`src/hw/vic_consts.svh`:
```
// Constants for the vectored interrupt control block
// Contract
// RL1: A maskable source reaches the core only with its request bit 1, its enable bit 1 and the disable flag 0.
// RL2: The software break instruction has no request bit and no enable bit.
// RL3: Software sets and clears each enable bit by ordinary writes.
// RL4: Software may clear a request bit by a write but never set it; only the source event sets it.
// RL5: Reset and the software break are never masked; the disable flag masks every other source.
// RL6: Simultaneous pending requests are serviced one at a time, highest fixed priority first.
// RL7: The two-wire bus variant has 16 vectors shared by 23 sources.
// RL8: The base variant has 16 vectors shared by 21 sources.
// RL9: On acceptance the program counter and the status register are pushed before the handler.
// RL10: On acceptance the disable flag is set and the accepted request bit is cleared.
// RL11: On acceptance the handler address is fetched from the source's vector entry into the counter.
// RL12: Reset acts as the highest priority interrupt and fetches the top vector entry.
// RL13: Software disables interrupts, changes edge or source selection, clears the request, then re-enables.
// RL14: A vector is read low byte from the even address, high byte from the next, forming 16 bits.
`ifndef VIC_CONSTS_SVH
`define VIC_CONSTS_SVH

`define VIC_NSLOT 15
`define VIC_VEC_RESET 16'hfffc
`define VIC_VEC_BRK 16'hffdc
`define VIC_VEC_TOP 16'hfffa
`define VIC_ALT_BASE 15'h6601
`define VIC_ALT_BUS 15'h6f09
`define VIC_BUS_SRC 3
`define VIC_BUS_DUP 8

`endif

```
`src/hw/vic_pkg.sv`:
```
// Types shared by the vectored interrupt control block
package vic_pkg;
  typedef enum logic [2:0] {
    ST_IDLE,
    ST_PUSH_PCL,
    ST_PUSH_PS,
    ST_RD_LO,
    ST_RD_HI,
    ST_CAP_LO,
    ST_LOAD
  } vic_state_e;
  typedef logic [14:0] vic_mask_t;
endpackage

```
`src/hw/vic_top.sv`:
```
// Vectored interrupt control: gating, priority and acceptance sequence
`timescale 1ns/1ps
`default_nettype none
`include "vic_consts.svh"
module vic_top
  import vic_pkg::*;
(
  input wire logic clk,
  input wire logic rst,
  input wire logic variant_bus,
  input wire vic_mask_t evt_main,
  input wire vic_mask_t evt_alt,
  input wire vic_mask_t alt_sel,
  input wire logic req_clr_wr,
  input wire vic_mask_t req_clr_data,
  input wire logic en_wr,
  input wire vic_mask_t en_wdata,
  input wire logic iflag,
  input wire logic take_ok,
  input wire logic brk_req,
  input wire logic [15:0] pc_in,
  input wire logic [7:0] ps_in,
  input wire logic [7:0] vec_rdata,
  output vic_mask_t req_status,
  output vic_mask_t en_status,
  output logic irq_pending,
  output logic seq_busy,
  output logic push_we,
  output logic [7:0] push_data,
  output logic set_iflag,
  output logic vec_rd,
  output logic [15:0] vec_addr,
  output logic pc_load,
  output logic [15:0] pc_value
);
  vic_state_e state_reg;
  logic variant_reg;
  logic boot_reg;
  logic brk_pend_reg;
  logic [15:0] vec_reg;
  logic [15:0] pc_hold_reg;
  logic [7:0] ps_hold_reg;
  logic [7:0] vec_lo_reg;
  logic irq_pending_reg;
  logic seq_busy_reg;
  logic push_we_reg;
  logic [7:0] push_data_reg;
  logic set_iflag_reg;
  logic vec_rd_reg;
  logic [15:0] vec_addr_reg;
  logic pc_load_reg;
  logic [15:0] pc_value_reg;

  vic_mask_t req_w;
  vic_mask_t en_w;
  vic_mask_t evt_w;
  vic_mask_t alt_w;
  vic_mask_t alt_ok_w;
  vic_mask_t gated_w;
  vic_mask_t clr_ack_w;
  logic [3:0] sel_w;
  logic any_w;
  logic idle_w;
  logic accept_w;
  logic pick_brk_w;
  logic [15:0] slot_vec_w;
  logic [15:0] next_vec_w;

  ////////////////////////////////////////////////////////////////////////////
  // Source routing onto shared vectors
  // Bus line events feed two vectors, so the bus variant's three extra alternate slots add two sources
  assign alt_ok_w = variant_reg ? `VIC_ALT_BUS : `VIC_ALT_BASE; // see RL7 see RL8
  always_comb
  begin
    alt_w = evt_alt;
    alt_w[`VIC_BUS_DUP] = variant_reg ? evt_alt[`VIC_BUS_SRC] : evt_alt[`VIC_BUS_DUP];
  end
  assign evt_w = (evt_main & ~(alt_sel & alt_ok_w)) | (alt_w & alt_sel & alt_ok_w);

  genvar gi;
  generate
    for (gi = 0; gi < `VIC_NSLOT; gi = gi + 1)
    begin : g_slot
      vic_slot u_slot (
        .clk(clk),
        .rst(rst),
        .evt(evt_w[gi]),
        .clr_sw(req_clr_wr & ~req_clr_data[gi]),
        .clr_ack(clr_ack_w[gi]),
        .en_wr(en_wr),
        .en_d(en_wdata[gi]),
        .req_reg(req_w[gi]),
        .en_reg(en_w[gi])
      );
    end
  endgenerate

  ////////////////////////////////////////////////////////////////////////////
  // Gating and fixed priority, lower slot index wins
  assign gated_w = req_w & en_w & ~{`VIC_NSLOT{iflag}}; // see RL1 see RL5
  assign any_w = |gated_w;
  always_comb
  begin
    sel_w = 4'h0;
    for (int i = `VIC_NSLOT - 1; i >= 0; i--)
    begin
      if (gated_w[i])
      begin
        sel_w = 4'(i); // see RL6
      end
    end
  end

  // Break bypasses the request and enable gating and the disable flag
  assign idle_w = (state_reg == ST_IDLE);
  assign accept_w = idle_w & ~boot_reg & take_ok & (any_w | brk_pend_reg); // see RL2 see RL5
  assign pick_brk_w = ~any_w;
  assign clr_ack_w = (accept_w & ~pick_brk_w) ? vic_mask_t'(15'h0001 << sel_w) : '0; // see RL10
  assign slot_vec_w = 16'(`VIC_VEC_TOP - {11'h000, sel_w, 1'b0});
  assign next_vec_w = pick_brk_w ? `VIC_VEC_BRK : slot_vec_w; // see RL11

  ////////////////////////////////////////////////////////////////////////////
  // Acceptance sequence
  always_ff @(posedge clk)
  begin
    if (rst)
    begin
      state_reg <= ST_IDLE;
      variant_reg <= variant_bus;
      boot_reg <= 1'b1;
      brk_pend_reg <= 1'b0;
      vec_reg <= `VIC_VEC_RESET;
      pc_hold_reg <= 16'h0000;
      ps_hold_reg <= 8'h00;
      vec_lo_reg <= 8'h00;
      irq_pending_reg <= 1'b0;
      seq_busy_reg <= 1'b0;
      push_we_reg <= 1'b0;
      push_data_reg <= 8'h00;
      set_iflag_reg <= 1'b0;
      vec_rd_reg <= 1'b0;
      vec_addr_reg <= 16'h0000;
      pc_load_reg <= 1'b0;
      pc_value_reg <= 16'h0000;
    end
    else
    begin
      irq_pending_reg <= any_w;
      pc_load_reg <= 1'b0;
      set_iflag_reg <= 1'b0;
      brk_pend_reg <= brk_req | (brk_pend_reg & ~(accept_w & pick_brk_w));
      unique case (state_reg)
        ST_IDLE:
        begin
          seq_busy_reg <= boot_reg | accept_w;
          if (boot_reg)
          begin
            // Reset takes the top vector without stacking anything
            boot_reg <= 1'b0;
            vec_reg <= `VIC_VEC_RESET; // see RL12
            state_reg <= ST_RD_LO;
          end
          else if (accept_w)
          begin
            vec_reg <= next_vec_w;
            pc_hold_reg <= pc_in;
            ps_hold_reg <= ps_in;
            set_iflag_reg <= 1'b1; // see RL10
            push_we_reg <= 1'b1; // see RL9
            push_data_reg <= pc_in[15:8];
            state_reg <= ST_PUSH_PCL;
          end
        end
        ST_PUSH_PCL:
        begin
          push_data_reg <= pc_hold_reg[7:0];
          state_reg <= ST_PUSH_PS;
        end
        ST_PUSH_PS:
        begin
          push_data_reg <= ps_hold_reg;
          state_reg <= ST_RD_LO;
        end
        ST_RD_LO:
        begin
          push_we_reg <= 1'b0;
          vec_rd_reg <= 1'b1;
          vec_addr_reg <= vec_reg; // see RL14
          state_reg <= ST_RD_HI;
        end
        ST_RD_HI:
        begin
          vec_addr_reg <= 16'(vec_reg + 16'h0001);
          state_reg <= ST_CAP_LO;
        end
        ST_CAP_LO:
        begin
          vec_rd_reg <= 1'b0;
          vec_lo_reg <= vec_rdata;
          state_reg <= ST_LOAD;
        end
        ST_LOAD:
        begin
          pc_value_reg <= {vec_rdata, vec_lo_reg}; // see RL11 see RL14
          pc_load_reg <= 1'b1;
          seq_busy_reg <= 1'b0;
          state_reg <= ST_IDLE;
        end
      endcase
    end
  end

  assign req_status = req_w;
  assign en_status = en_w;
  assign irq_pending = irq_pending_reg;
  assign seq_busy = seq_busy_reg;
  assign push_we = push_we_reg;
  assign push_data = push_data_reg;
  assign set_iflag = set_iflag_reg;
  assign vec_rd = vec_rd_reg;
  assign vec_addr = vec_addr_reg;
  assign pc_load = pc_load_reg;
  assign pc_value = pc_value_reg;
endmodule
`default_nettype wire

```
`src/hw/vic_slot.sv`:
```
// One request and enable bit pair of a maskable vector
`timescale 1ns/1ps
`default_nettype none
module vic_slot (
  input wire logic clk,
  input wire logic rst,
  input wire logic evt,
  input wire logic clr_sw,
  input wire logic clr_ack,
  input wire logic en_wr,
  input wire logic en_d,
  output logic req_reg,
  output logic en_reg
);
  always_ff @(posedge clk)
  begin
    if (rst)
    begin
      req_reg <= 1'b0;
      en_reg <= 1'b0;
    end
    else
    begin
      // Event beats a same-cycle clear; writes can only clear
      req_reg <= evt | (req_reg & ~clr_sw & ~clr_ack); // see RL4 see RL10
      if (en_wr)
      begin
        en_reg <= en_d; // see RL3
      end
    end
  end
endmodule
`default_nettype wire

```
`config.mk`:
```
export PLATFORM = sky130hd
export DESIGN_NAME = vic_top
export DESIGN_NICKNAME = d
export VERILOG_FILES = /design/src/hw/vic_pkg.sv /design/src/hw/vic_top.sv /design/src/hw/vic_slot.sv
export VERILOG_INCLUDE_DIRS = /design/src /design/src/hw
export SDC_FILE = /design/constraint.sdc
export NUM_CORES = 1
export LEC_CHECK = 0
export BUFFER_PORTS_ARGS = -buffer_cell sky130_fd_sc_hd__buf_2
export CAP_MARGIN = 30
export CELL_PAD_IN_SITES_DETAIL_PLACEMENT = 0
export CELL_PAD_IN_SITES_GLOBAL_PLACEMENT = 1
export CORE_ASPECT_RATIO = 1.1
export CORE_MARGIN = 1.5
export CORE_UTILIZATION = 35
export CTS_CLUSTER_DIAMETER = 30
export DETAILED_ROUTE_END_ITERATION = 16
export PLACE_DENSITY = 0.87
export SLEW_MARGIN = 0
export SYNTH_ARGS = -nofsm -noshare
export SYNTH_HDL_FRONTEND = slang
export SYNTH_SLANG_ARGS = --single-unit
export TNS_END_PERCENT = 20
```
`constraint.sdc`:
```
create_clock -name clk -period 2.3 [get_ports clk]
set_input_delay 0.345 -clock clk [delete_from_list [all_inputs] [get_ports clk]]
set_output_delay 0.345 -clock clk [all_outputs]
set_load 0.005 [all_outputs]
```
After elaboration in Yosys (flattened, before gate mapping)
Index checks and enable logic that the tools add are counted.

storage, ports and cells
  register bits after elaboration = 122
  output and inout port bits = 76
  input port bits = 115
  word-level logic and storage cells = 234

cells by class
  bitwise logic cells = 127
  add/subtract/negate cells = 2
  mux-type cells = 35
  equality and inequality tests = 9
  shift operators = 1
  reduce and logical (&&, ||, !) cells = 13

operators with widths
  cell                                                                 count
  15-bit bitwise AND                                                   6
  4-bit two-way mux                                                    15
  1-bit bitwise AND                                                    51
  1-bit inverter                                                       49
  16-bit two-way mux                                                   3
  16-bit case mux with 2 select lines                                  1
  15-bit inverter                                                      2
  8-bit case mux with 3 select lines                                   1
  3-bit case mux with 7 select lines                                   1
  1-bit OR                                                             18
  16-bit by 1-bit adder with 16-bit output (second input constant)     1
  8-bit two-way mux                                                    2
  15-bit two-way mux                                                   1
  15-bit OR                                                            1
  15-bit OR reduction                                                  1
  1-bit by 4-bit left shift with 15-bit output (first input constant)  1
  12-bit two-way mux                                                   1
  2-bit nonzero test                                                   5
  3-bit == test (second input constant)                                3
  3-bit AND reduction                                                  3
  4-bit by 6-bit subtractor with 7-bit output (first input constant)   1
  3-bit by 2-bit == test with 1-bit output (second input constant)     2
  3-bit two-way mux                                                    2
  1-bit case mux with 2 select lines                                   3
  other kinds (9)                                                      13

Longest topological paths before layout
Gate-level depths: netlist (run 1).

  depth in word-level cells = 22
  gate-level depth with buffers = 9
  depth with buffers taken out = 9

By module
Synthesis (run 1) repeated with hierarchy kept, for this count alone.

second synthesis, totals
  cells, all modules = 515
  area total of the unflattened synthesis = 4514.3 um2

by module, submodules not included
  module    area an instance (um2)  times used  sequential area each (um2)  cells each
  vic_top   3444.6                  1           1451.4                      410
  vic_slot  71.3                    15          40.0                        7

Worst setup path after synthesis (run 1)
Ideal clock, no wire load.

  path type = register to register
  from = reg g_slot[14].u_slot.req_reg
  to = reg pc_hold_reg[1]
  setup slack = 0.484 ns
  buffers on the path = 2
  data arrival time = 1.679 ns
  cell stages (with the launch flop) = 9
  clock period less this slack = 1.816 ns
  data required time = 2.162 ns
  setup time = 0.138 ns
  cells stage by stage = dfxtp_1 a222oi_1 a41oi_1 or2_4 o21a_1 buf_6 buf_6 nand2_1 a21oi_2

between the ends
  word-level cells in the longest chain between the ends = 6

RTL lines
  what                             RTL line        RTL
  from (decl)                      vic_slot.sv:12  output logic req_reg,
  from (signal assigned)           vic_slot.sv:25  req_reg <= evt | (req_reg & ~clr_sw & ~clr_ack);
  15-bit bitwise AND (2 in a row)  vic_top.sv:100  assign gated_w = req_w & en_w & ~{`VIC_NSLOT{iflag}};
  15-bit OR reduction              vic_top.sv:101  assign any_w = |gated_w;
  1-bit OR                         vic_top.sv:116  assign accept_w = idle_w & ~boot_reg & take_ok & (any_w | brk_pend_reg);
  1-bit bitwise AND                vic_top.sv:116
  3-bit AND reduction (no line)    -
  to (signal assigned)             vic_top.sv:166  pc_hold_reg <= pc_in;
  to (decl)                        vic_top.sv:41   logic [15:0] pc_hold_reg;

Every way passes these cells.
A chain may end at the register's enable or synchronous reset.

Final worst setup path (run 1)
  from = reg g_slot[5].u_slot.en_reg
  to = reg g_slot[13].u_slot.req_reg

between the ends
  word-level cells in the longest chain between the ends = 13
  elaborated cells between the ends (all ways) = 17
  those cells by class = 1 x shift; 7 x mux; 8 x bitwise; 1 x reduce/logical

RTL lines
  what                                          RTL line        RTL
  from (decl)                                   vic_slot.sv:13  output logic en_reg
  from (signal assigned)                        vic_slot.sv:28  en_reg <= en_d;
  15-bit bitwise AND (*) (2 in a row)           vic_top.sv:100
  4-bit two-way mux (6 in a row)                vic_top.sv:107  if (gated_w[i])
  1-bit by 4-bit left shift with 15-bit output  vic_top.sv:118  assign clr_ack_w = (accept_w & ~pick_brk_w) ? vic_mask_t'(15'h0001 << sel_w) : '0;
  15-bit two-way mux (*)                        vic_top.sv:118
  1-bit inverter (*)                            vic_slot.sv:25
  1-bit bitwise AND (*)                         vic_slot.sv:25
  1-bit OR (*)                                  vic_slot.sv:25
  to (signal assigned)                          vic_slot.sv:25
  to (decl)                                     vic_slot.sv:12

Mark *: on every way between the ends. The rest lies on a longest branch, timed or not.

==> impl_metrics.json, run 1 <==
{
  "synth.most_common_cell": "nand2_1",
  "synth_top_cells_by_area": "dfxtp_1, nand2_1, mux2i_1",
  "p_total_mw": 4.82,
  "cts_tree": "yes",
  "overflow": 0,
  "maxCapViolCount": 0,
  "r2r-start": "g_slot[5].u_slot.en_reg$_SDFFE_PP0P_",
  "largest_reg_flops": 16,
  "synth_common_cells": "nand2_1, dfxtp_1, nor2_1",
  "peakVddDrop_mv": 0.384,
  "critPathMaxStageDelay_ns": 0.55,
  "yosys.area.top_type_share_pct": 42.3,
  "cts_sinks": 102,
  "hold_start": "variant_bus",
  "drive_above_1_share_pct": 32.8,
  "finalSetupTns_ns": 0,
  "netlist_area_mm2": 0.00478,
  "fp.dieW_um": 114,
  "hold_path_class": "in -> reg",
  "dieArea_mm2": 0.0144,
  "drtAntennaViolNets": 0,
  "drv_slew": 0,
  "cts-htree-levels": 3,
  "p_leak_nw": 2.60,
  "crit_path_end_kind": "flip-flop",
  "synth_nets": 684,
  "ys_seq_area_share_pct": 42.9,
  "place.gp.congestion": 0.837,
  "min_to": "variant_reg$_DFFE_PP_",
  "synthFlopType": "dfxtp_1",
  "max_freq_mhz": 472,
  "skew_ns": 0.00685,
  "rows": 44,
  "r2r_slack_ns": 0.18,
  "drcViolationCount": 0,
  "drtIter0Drc": 318,
  "slew-limit-headroom_pct": 57.7,
  "wl_per_cell_um": 14.5,
  "synth_mux_area_share_pct": 7.78,
  "crit_arrival_ns": 2.34,
  "setup_viol": 0,
  "die_h_um": 126,
  "crit_required_ns": 2.52,
  "worstSetupStartpointType": "flip-flop",
  "grt_pass1_vias": 4252,
  "antenna_found_initial": 1,
  "grt_max_degree": 37,
  "fin_crit_ns": 2.12,
  "reg2reg_to": "g_slot[13].u_slot.req_reg$_SDFF_PP0_",
  "vias": 4356,
  "cts_setup_buffers": 0,
  "fin_nets": 818,
  "core_area_mm2": 0.0133,
  "synth_xor_area_share_pct": 0.183,
  "clk_pin_slew_ns": 0.07,
  "port_buffers": 175,
  "drt-total-wl_um": 12900,
  "yosysTopAreaCell": "dfxtp_1",
  "yosys_register_bits": 102,
  "worst-path-buf-inv": 0,
  "reg2reg_depth": 6,
  "hold_viol": 0,
  "worstHoldPathCells": 1,
  "yosys.area_share.simple_pct": 18.1,
  "avgSynthCellArea_um2": 8.41,
  "pin_count": 191,
  "yosysWarnings": 0,
  "p_per_area_mw_per_mm2": 822,
  "numCtsBuffers": 9,
  "clkLatencyLatePin_ns": 0.35,
  "synth-compound-area-share_pct": 19.8,
  "synth_adder_area_share_pct": 0.262,
  "critical_path.top_delay_family": "compound AO/OA/AOI/OAI gates",
  "synth_cell_types": 54,
  "synth_edf_count": 1,
  "status": "finished, final reports clean",
  "critical_path.cell_chain": "nand2_1, a32oi_1, o21ai_1, a2111o_1, a211oi_1, a21oi_1",
  "syn2layout_area_growth_pct": 22.8,
  "rsz0062_at_grt": "no",
  "firstDrtPassIters": 4,
  "initial_core_util_pct": 36.0,
  "synthArstFlopShare_pct": 0,
  "cts_root_buffer": "clkbuf_16",
  "tightest_slew_ns": 0.630,
  "critPathSlowestCell": "a2111o_1",
  "hold_buffers": 0,
  "critical_path_class": "reg -> reg",
  "cp_max_fo": 6,
  "track_usage_pct": 18.2,
  "clockBufferDepth": 2,
  "syn-instance-count": 568,
  "period_share_pct": 92.2,
  "via_per_inst": 4.88,
  "hpwl_um": 9920,
  "synth_top_family_by_area": "compound AO/OA/AOI/OAI gates",
  "grt_pass1_wl_um": 20700
}
-- per-layer routing --
layer	GRT usage (%)	vias up	share of wire, %
li1	-	2190	-
met1	21.2	1980	42
met2	32.2	172	49
met3	4.41	14	7.2
met4	6.54	0	1.7
met5	0	-	0
-- kinds of logic (layout without fill, tap and decap cells) --
logic type	count (synthesis)	in the layout
other	0	1
XOR/XNOR	1	1
AO/OA/AOI/OAI	138	138
buffers and inverters	82	221
flip-flops	102	102
adder cells (fa/ha/maj)	1	1
multiplexers	37	37
AND/OR/NAND/NOR	207	207
-- layout make-up --
class                   count  area (um^2)
clock buffers              11          253
well taps                 184          230
clock inverters             5         38.8
fillers                  1350         7400
flip-flops and latches    102         2050
inverters                  13         48.8
repair buffers            192         1020
diodes                      1         2.50
multi-input cells         384         2220
-- layout by cell type (no fill, tap or decap), drive strengths merged, types with 2 or more instances in the layout --
cell     count
a211oi       3
a21oi       61
a41oi        3
mux2i       36
o21a         2
nor2        59
nand2      108
clkbuf      11
and3         2
nand2b       6
a32oi        2
inv         15
a221oi      10
nor4         4
nor3         7
dfxtp      101
o21ai       28
nand3       10
buf        192
nand4        2
clkinv       2
a2111oi      2
a21o         2
a22oi       14
nor2b        5
-- worst max-delay path by stage --
stage / start / end / slack, ns / cells past startpoint
floorplan: g_slot[14].u_slot.req_reg$_SDFF_PP0_ / pc_hold_reg[1]$_SDFFE_PP0P_ / 0.48 / 8
global placement: g_slot[14].u_slot.req_reg$_SDFF_PP0_ / pc_hold_reg[2]$_SDFFE_PP0P_ / 0.19 / 6
detailed placement: g_slot[11].u_slot.en_reg$_SDFFE_PP0P_ / vec_reg[4]$_SDFFE_PP1P_ / 0.16 / 8
CTS: g_slot[13].u_slot.en_reg$_SDFFE_PP0P_ / g_slot[8].u_slot.req_reg$_SDFF_PP0_ / 0.14 / 9
global route: g_slot[5].u_slot.en_reg$_SDFFE_PP0P_ / g_slot[8].u_slot.req_reg$_SDFF_PP0_ / 0.005 / 7
finish: g_slot[5].u_slot.en_reg$_SDFFE_PP0P_ / g_slot[13].u_slot.req_reg$_SDFF_PP0_ / 0.18 / 6
-- metrics by stage --
step	worst slack (ns)	util, %	hold slack, ns	area (um^2)	instances
2_1_floorplan	0.484	-	0.432	4780	568
3_3_place_gp	0.190	41.9	0.437	5560	875
3_5_place_dp	0.158	41.9	0.450	5560	875
4_1_cts	0.142	44.1	0.158	5850	891
5_1_grt	0.00455	44.2	0.168	5860	891
6_report	0.180	44.2	0.169	5870	892
-- repair_timing --
action	4_1_cts	5_1_grt
resized for setup	0	4
endpoints found under the setup margin	0	6
hold endpoints to repair	0	0
-- power by group --
part	internal, mW	switching (mW)
registers	1.95	0.166
logic	0.534	0.689
clock network	0.801	0.684
total	3.28	1.54
Power figures use the tool's default switching activity.
==> run 2, diff against run 1 <==
Settings changed: CORE_UTILIZATION 35 to 37, CTS_CLUSTER_DIAMETER 30 to unset, PLACE_DENSITY 0.87 to 0.9.
Clock period 2.3 ns to 2.6 ns, I/O delays scaled along.
==> impl_metrics.json, run 2 (synthesis gave the netlist of run 1 again) <==
{
  "wl_per_cell_um": 14.9,
  "place.gp.congestion": 0.865,
  "worstHoldPathCells": 1,
  "dieArea_mm2": 0.0136,
  "drtIter0Drc": 231,
  "via_per_inst": 5.09,
  "worstSetupStartpointType": "flip-flop",
  "peakVddDrop_mv": 0.425,
  "critical_path_class": "reg -> reg",
  "finalSetupTns_ns": 0,
  "port_buffers": 175,
  "fin_nets": 808,
  "pin_count": 191,
  "clockBufferDepth": 2,
  "cts_tree": "yes",
  "cts_root_buffer": "clkbuf_16",
  "status": "finished, final reports clean",
  "final_cell_mix": "buf_2, nand2_1, dfxtp_1",
  "cts_sinks": 102,
  "core_area_mm2": 0.0126,
  "grt_pass1_wl_um": 20700,
  "firstDrtPassIters": 5,
  "cp_max_fo": 6,
  "max_freq_mhz": 433,
  "drv_slew": 0,
  "drcViolationCount": 0,
  "slew-limit-headroom_pct": 55.6,
  "r2r_slack_ns": 0.29,
  "overflow": 0,
  "numCtsBuffers": 9,
  "hold_start": "variant_bus",
  "largest_reg_flops": 16,
  "drt-total-wl_um": 12700,
  "cts_setup_buffers": 0,
  "fill_cells": 1286,
  "cts-htree-levels": 3,
  "skew_ns": 0.00817,
  "die_h_um": 122,
  "maxCapViolCount": 0,
  "p_leak_nw": 2.54,
  "vias": 4343,
  "hold_viol": 0,
  "drtAntennaViolNets": 0,
  "reg2reg_to": "g_slot[4].u_slot.req_reg$_SDFF_PP0_",
  "crit_required_ns": 2.81,
  "drive_above_1_share_pct": 31.6,
  "min_to": "variant_reg$_DFFE_PP_",
  "syn2layout_area_growth_pct": 20.0,
  "ctsResizeCount": 0,
  "rsz0062_at_grt": "no",
  "final_common_cell": "buf_2",
  "track_usage_pct": 19.0,
  "period_share_pct": 88.9,
  "clkLatencyLatePin_ns": 0.35,
  "reg2reg_depth": 7,
  "grt_max_degree": 46,
  "antenna_cells": 0,
  "p_per_area_mw_per_mm2": 741,
  "crit_path_end_kind": "flip-flop",
  "initial_core_util_pct": 38.0,
  "hold_buffers": 0,
  "hold_path_class": "in -> reg",
  "r2r-start": "g_slot[11].u_slot.req_reg$_SDFF_PP0_",
  "dp.cells": 838,
  "crit_arrival_ns": 2.52,
  "antenna_found_initial": 0,
  "clk_pin_slew_ns": 0.07,
  "grt_pass1_vias": 4255,
  "hpwl_um": 9500,
  "tightest_slew_ns": 0.661,
  "fin_crit_ns": 2.31,
  "setup_viol": 0,
  "fp.dieW_um": 111,
  "rows": 43,
  "final_cells": 854
}
[run 2: stage by stage]
stage,util [%],setup slack (ns),hold WS (ns),area [um^2],power [mW]
CTS,45.6,0.304,0.202,5740,4.31
global route,45.6,0.118,0.201,5740,4.50
detailed placement,43.2,0.323,0.446,5440,2.97
floorplan,-,0.784,0.432,4780,2.66
finish,45.6,0.289,0.217,5740,4.25
global placement,43.2,0.408,0.441,5440,2.94
[run 2: worst max-delay path by stage]
stage,slack [ns],startpoint,to
global route,0.12,g_slot[11].u_slot.req_reg$_SDFF_PP0_,g_slot[4].u_slot.req_reg$_SDFF_PP0_
finish,0.29,g_slot[11].u_slot.req_reg$_SDFF_PP0_,g_slot[4].u_slot.req_reg$_SDFF_PP0_
detailed placement,0.32,g_slot[11].u_slot.req_reg$_SDFF_PP0_,g_slot[4].u_slot.req_reg$_SDFF_PP0_
floorplan,0.78,g_slot[14].u_slot.req_reg$_SDFF_PP0_,pc_hold_reg[1]$_SDFFE_PP0P_
CTS,0.30,g_slot[11].u_slot.req_reg$_SDFF_PP0_,g_slot[4].u_slot.req_reg$_SDFF_PP0_
global placement,0.41,g_slot[10].u_slot.en_reg$_SDFFE_PP0P_,g_slot[12].u_slot.req_reg$_SDFF_PP0_
[run 2: worst max-delay path, stage by stage, from the launching register on]
cell,delay [ns]
dfxtp_1,0.34
a22oi_1,0.30
o21ai_0,0.21
a41oi_1,0.30
nand2b_1,0.25
inv_1,0.18
a211oi_2,0.45
a221oi_1,0.14
[run 2: metal layers]
metal  track usage, %  vias to the layer above  part of all wire [%]
met4             8.94                        0                   2.2
met2             33.9                      158                    49
li1                 -                     2173                     -
met3             4.18                       19                   6.6
met5                0                        -                     0
met1             21.9                     1993                    42
[run 2: area by class of cell]
type / instances / area (um^2) / area share (%)
Multi-Input combinational cell: 384 / 2210 / 38.6
Sequential cell: 102 / 2050 / 35.8
Timing Repair Buffer: 182 / 931 / 16.2
Clock buffer: 10 / 239 / 4.17
Tap cell: 157 / 196 / 3.42
Clock inverter: 6 / 53.8 / 0.938
Inverter: 13 / 48.8 / 0.851
[run 2: power breakdown]
group          leakage (nW)  total [mW]  switching [mW]  internal [mW]
Sequential            0.835        1.87           0.146           1.72
Clock                 0.135        1.33           0.635          0.693
Combinational          1.57        1.05           0.604          0.449
==> run 3, diff against run 2 <==
Settings changed: CTS_BUF_LIST set to sky130_fd_sc_hd__clkbuf_4 sky130_fd_sc_hd__clkbuf_8 sky130_fd_sc_hd__clkbuf_16, PLACE_DENSITY 0.9 to 0.85.
==> impl_metrics.json, run 3 (synthesis gave the netlist of run 1 again) <==
{
  "maxCapViolCount": 0,
  "grt_pass1_vias": 4057,
  "skew_ns": 0.0104,
  "reg2reg_to": "pc_hold_reg[6]$_SDFFE_PP0P_",
  "wl_met2_um": 6200,
  "crit_arrival_ns": 2.52,
  "rows": 43,
  "port_buffers": 175,
  "crit_cells": 6,
  "setup_viol": 0,
  "cts-htree-levels": 3,
  "max_freq_mhz": 447,
  "drive_above_1_share_pct": 31.6,
  "peakVddDrop_mv": 0.440,
  "via_per_inst": 5.13,
  "critPathSlowestCell": "a222oi_1",
  "syn2layout_area_growth_pct": 20.2,
  "core_area_mm2": 0.0126,
  "fp.dieW_um": 111,
  "drv_slew": 0,
  "slew-limit-headroom_pct": 59.4,
  "setup_ws_ns": 0.365,
  "drt-met1-wl_um": 5390,
  "status": "finished, final reports clean",
  "hpwl_um": 9570,
  "fin_crit_ns": 2.24,
  "cts_sinks": 102,
  "clockBufferDepth": 2,
  "clk_pin_slew_ns": 0.07,
  "drcViolationCount": 0,
  "final_cell_mix": "buf_2, nand2_1, dfxtp_1",
  "hold_buffers": 0,
  "critical_path.top_delay_family": "compound AO/OA/AOI/OAI gates",
  "initial_core_util_pct": 38.0,
  "startpoint": "g_slot[14].u_slot.en_reg$_SDFFE_PP0P_",
  "largest_reg_flops": 16,
  "critical_path_class": "reg -> reg",
  "met3_length_um": 873,
  "hold_path_class": "in -> reg",
  "crit_required_ns": 2.88,
  "drt-total-wl_um": 12700,
  "topRoutingLayerUsed": "met4",
  "worst-path-buf-inv": 0,
  "cts_setup_buffers": 0,
  "overflow": 0,
  "grt_max_degree": 50,
  "worstSetupStartpointType": "flip-flop",
  "critPathMaxStageDelay_ns": 0.53,
  "p_total_mw": 4.26,
  "crit_end": "pc_hold_reg[6]$_SDFFE_PP0P_",
  "p_leak_nw": 2.55,
  "numCtsBuffers": 9,
  "tightest_slew_ns": 0.607,
  "finalSetupTns_ns": 0,
  "cts_root_buffer": "clkbuf_16",
  "final_util_pct": 45.6,
  "critical_path.cell_chain": "a222oi_1, a41oi_1, or2_4, o21ai_4, nand2_1, a21oi_2",
  "hold_viol": 0,
  "preCtsSetupSlack_ns": 0.368,
  "reg2reg_depth": 6,
  "antenna_found_initial": 0,
  "vias": 4381,
  "p_per_area_mw_per_mm2": 742,
  "dieArea_mm2": 0.0136,
  "place.gp.congestion": 0.881,
  "rsz0062_at_grt": "no",
  "clkLatencyLatePin_ns": 0.36,
  "ctsResizeCount": 0,
  "drtIter0Drc": 211,
  "pin_count": 191,
  "crit_path_end_kind": "flip-flop",
  "die_h_um": 122,
  "period_share_pct": 86.0,
  "r2r_slack_ns": 0.36,
  "wl_per_cell_um": 14.9,
  "cts_tree": "yes",
  "drtAntennaViolNets": 0,
  "cp_max_fo": 17,
  "firstDrtPassIters": 4,
  "fin_nets": 808,
  "track_usage_pct": 18.7,
  "final_common_cell": "buf_2",
  "grt_pass1_wl_um": 20400,
  "r2r-start": "g_slot[14].u_slot.en_reg$_SDFFE_PP0P_",
  "antenna_cells": 0
}
==> run 3: cell types whose count changed in the layout (fill, tap and decap cells not counted) <==
cell	change
clkinv_4	+1
clkinv_8	+1
clkinvlp_4	-3
inv_6	+2
inv_8	-1
==> run 3: cell type report <==
cell class | instances | area [um^2]
tap | 157 | 196
fill | 1280 | 6850
clock inverter | 6 | 62.6
clock buffer | 10 | 239
sequential | 102 | 2050
inverter | 13 | 48.8
timing repair buffer | 182 | 931
multi-input combinational | 384 | 2210
==> run 3: routing by layer <==
metal,GRT usage (%),vias to the layer above
met1,22.9,2022
met2,31.9,161
met3,4.13,17
met5,0,-
li1,-,2181
met4,7.99,0
==> run 3: per-stage QoR <==
stage	instance area [um^2]	std cells	hold WS [ns]
finish	5740	854	0.212
detailed placement	5440	838	0.447
CTS	5740	854	0.201
global route	5740	854	0.203
global placement	5440	838	0.442
floorplan	4780	568	0.432
==> run 3: where the power goes <==
group	switching (mW)	leakage [nW]	total, mW	internal [mW]
clock network	0.647	0.149	1.35	0.703
logic	0.596	1.57	1.04	0.448
registers	0.148	0.835	1.87	1.72
total	1.39	2.55	4.26	2.87
==> run 3: worst min path at each step <==
| stage | from | slack (ns) | cells past startpoint | to |
|---|---|---|---|---|
| after CTS | variant_bus | 0.20 | 1 | variant_reg$_DFFE_PP_ |
| after global placement | vec_lo_reg[3]$_SDFFE_PP0P_ | 0.44 | 2 | pc_value[3]$_SDFFE_PP0P_ |
| after floorplan | vec_lo_reg[0]$_SDFFE_PP0P_ | 0.43 | 2 | pc_value[0]$_SDFFE_PP0P_ |
| final | variant_bus | 0.21 | 1 | variant_reg$_DFFE_PP_ |
| after detailed placement | pc_value[1]$_SDFFE_PP0P_ | 0.45 | 2 | pc_value[1]$_SDFFE_PP0P_ |
| after global routing | variant_bus | 0.20 | 1 | variant_reg$_DFFE_PP_ |
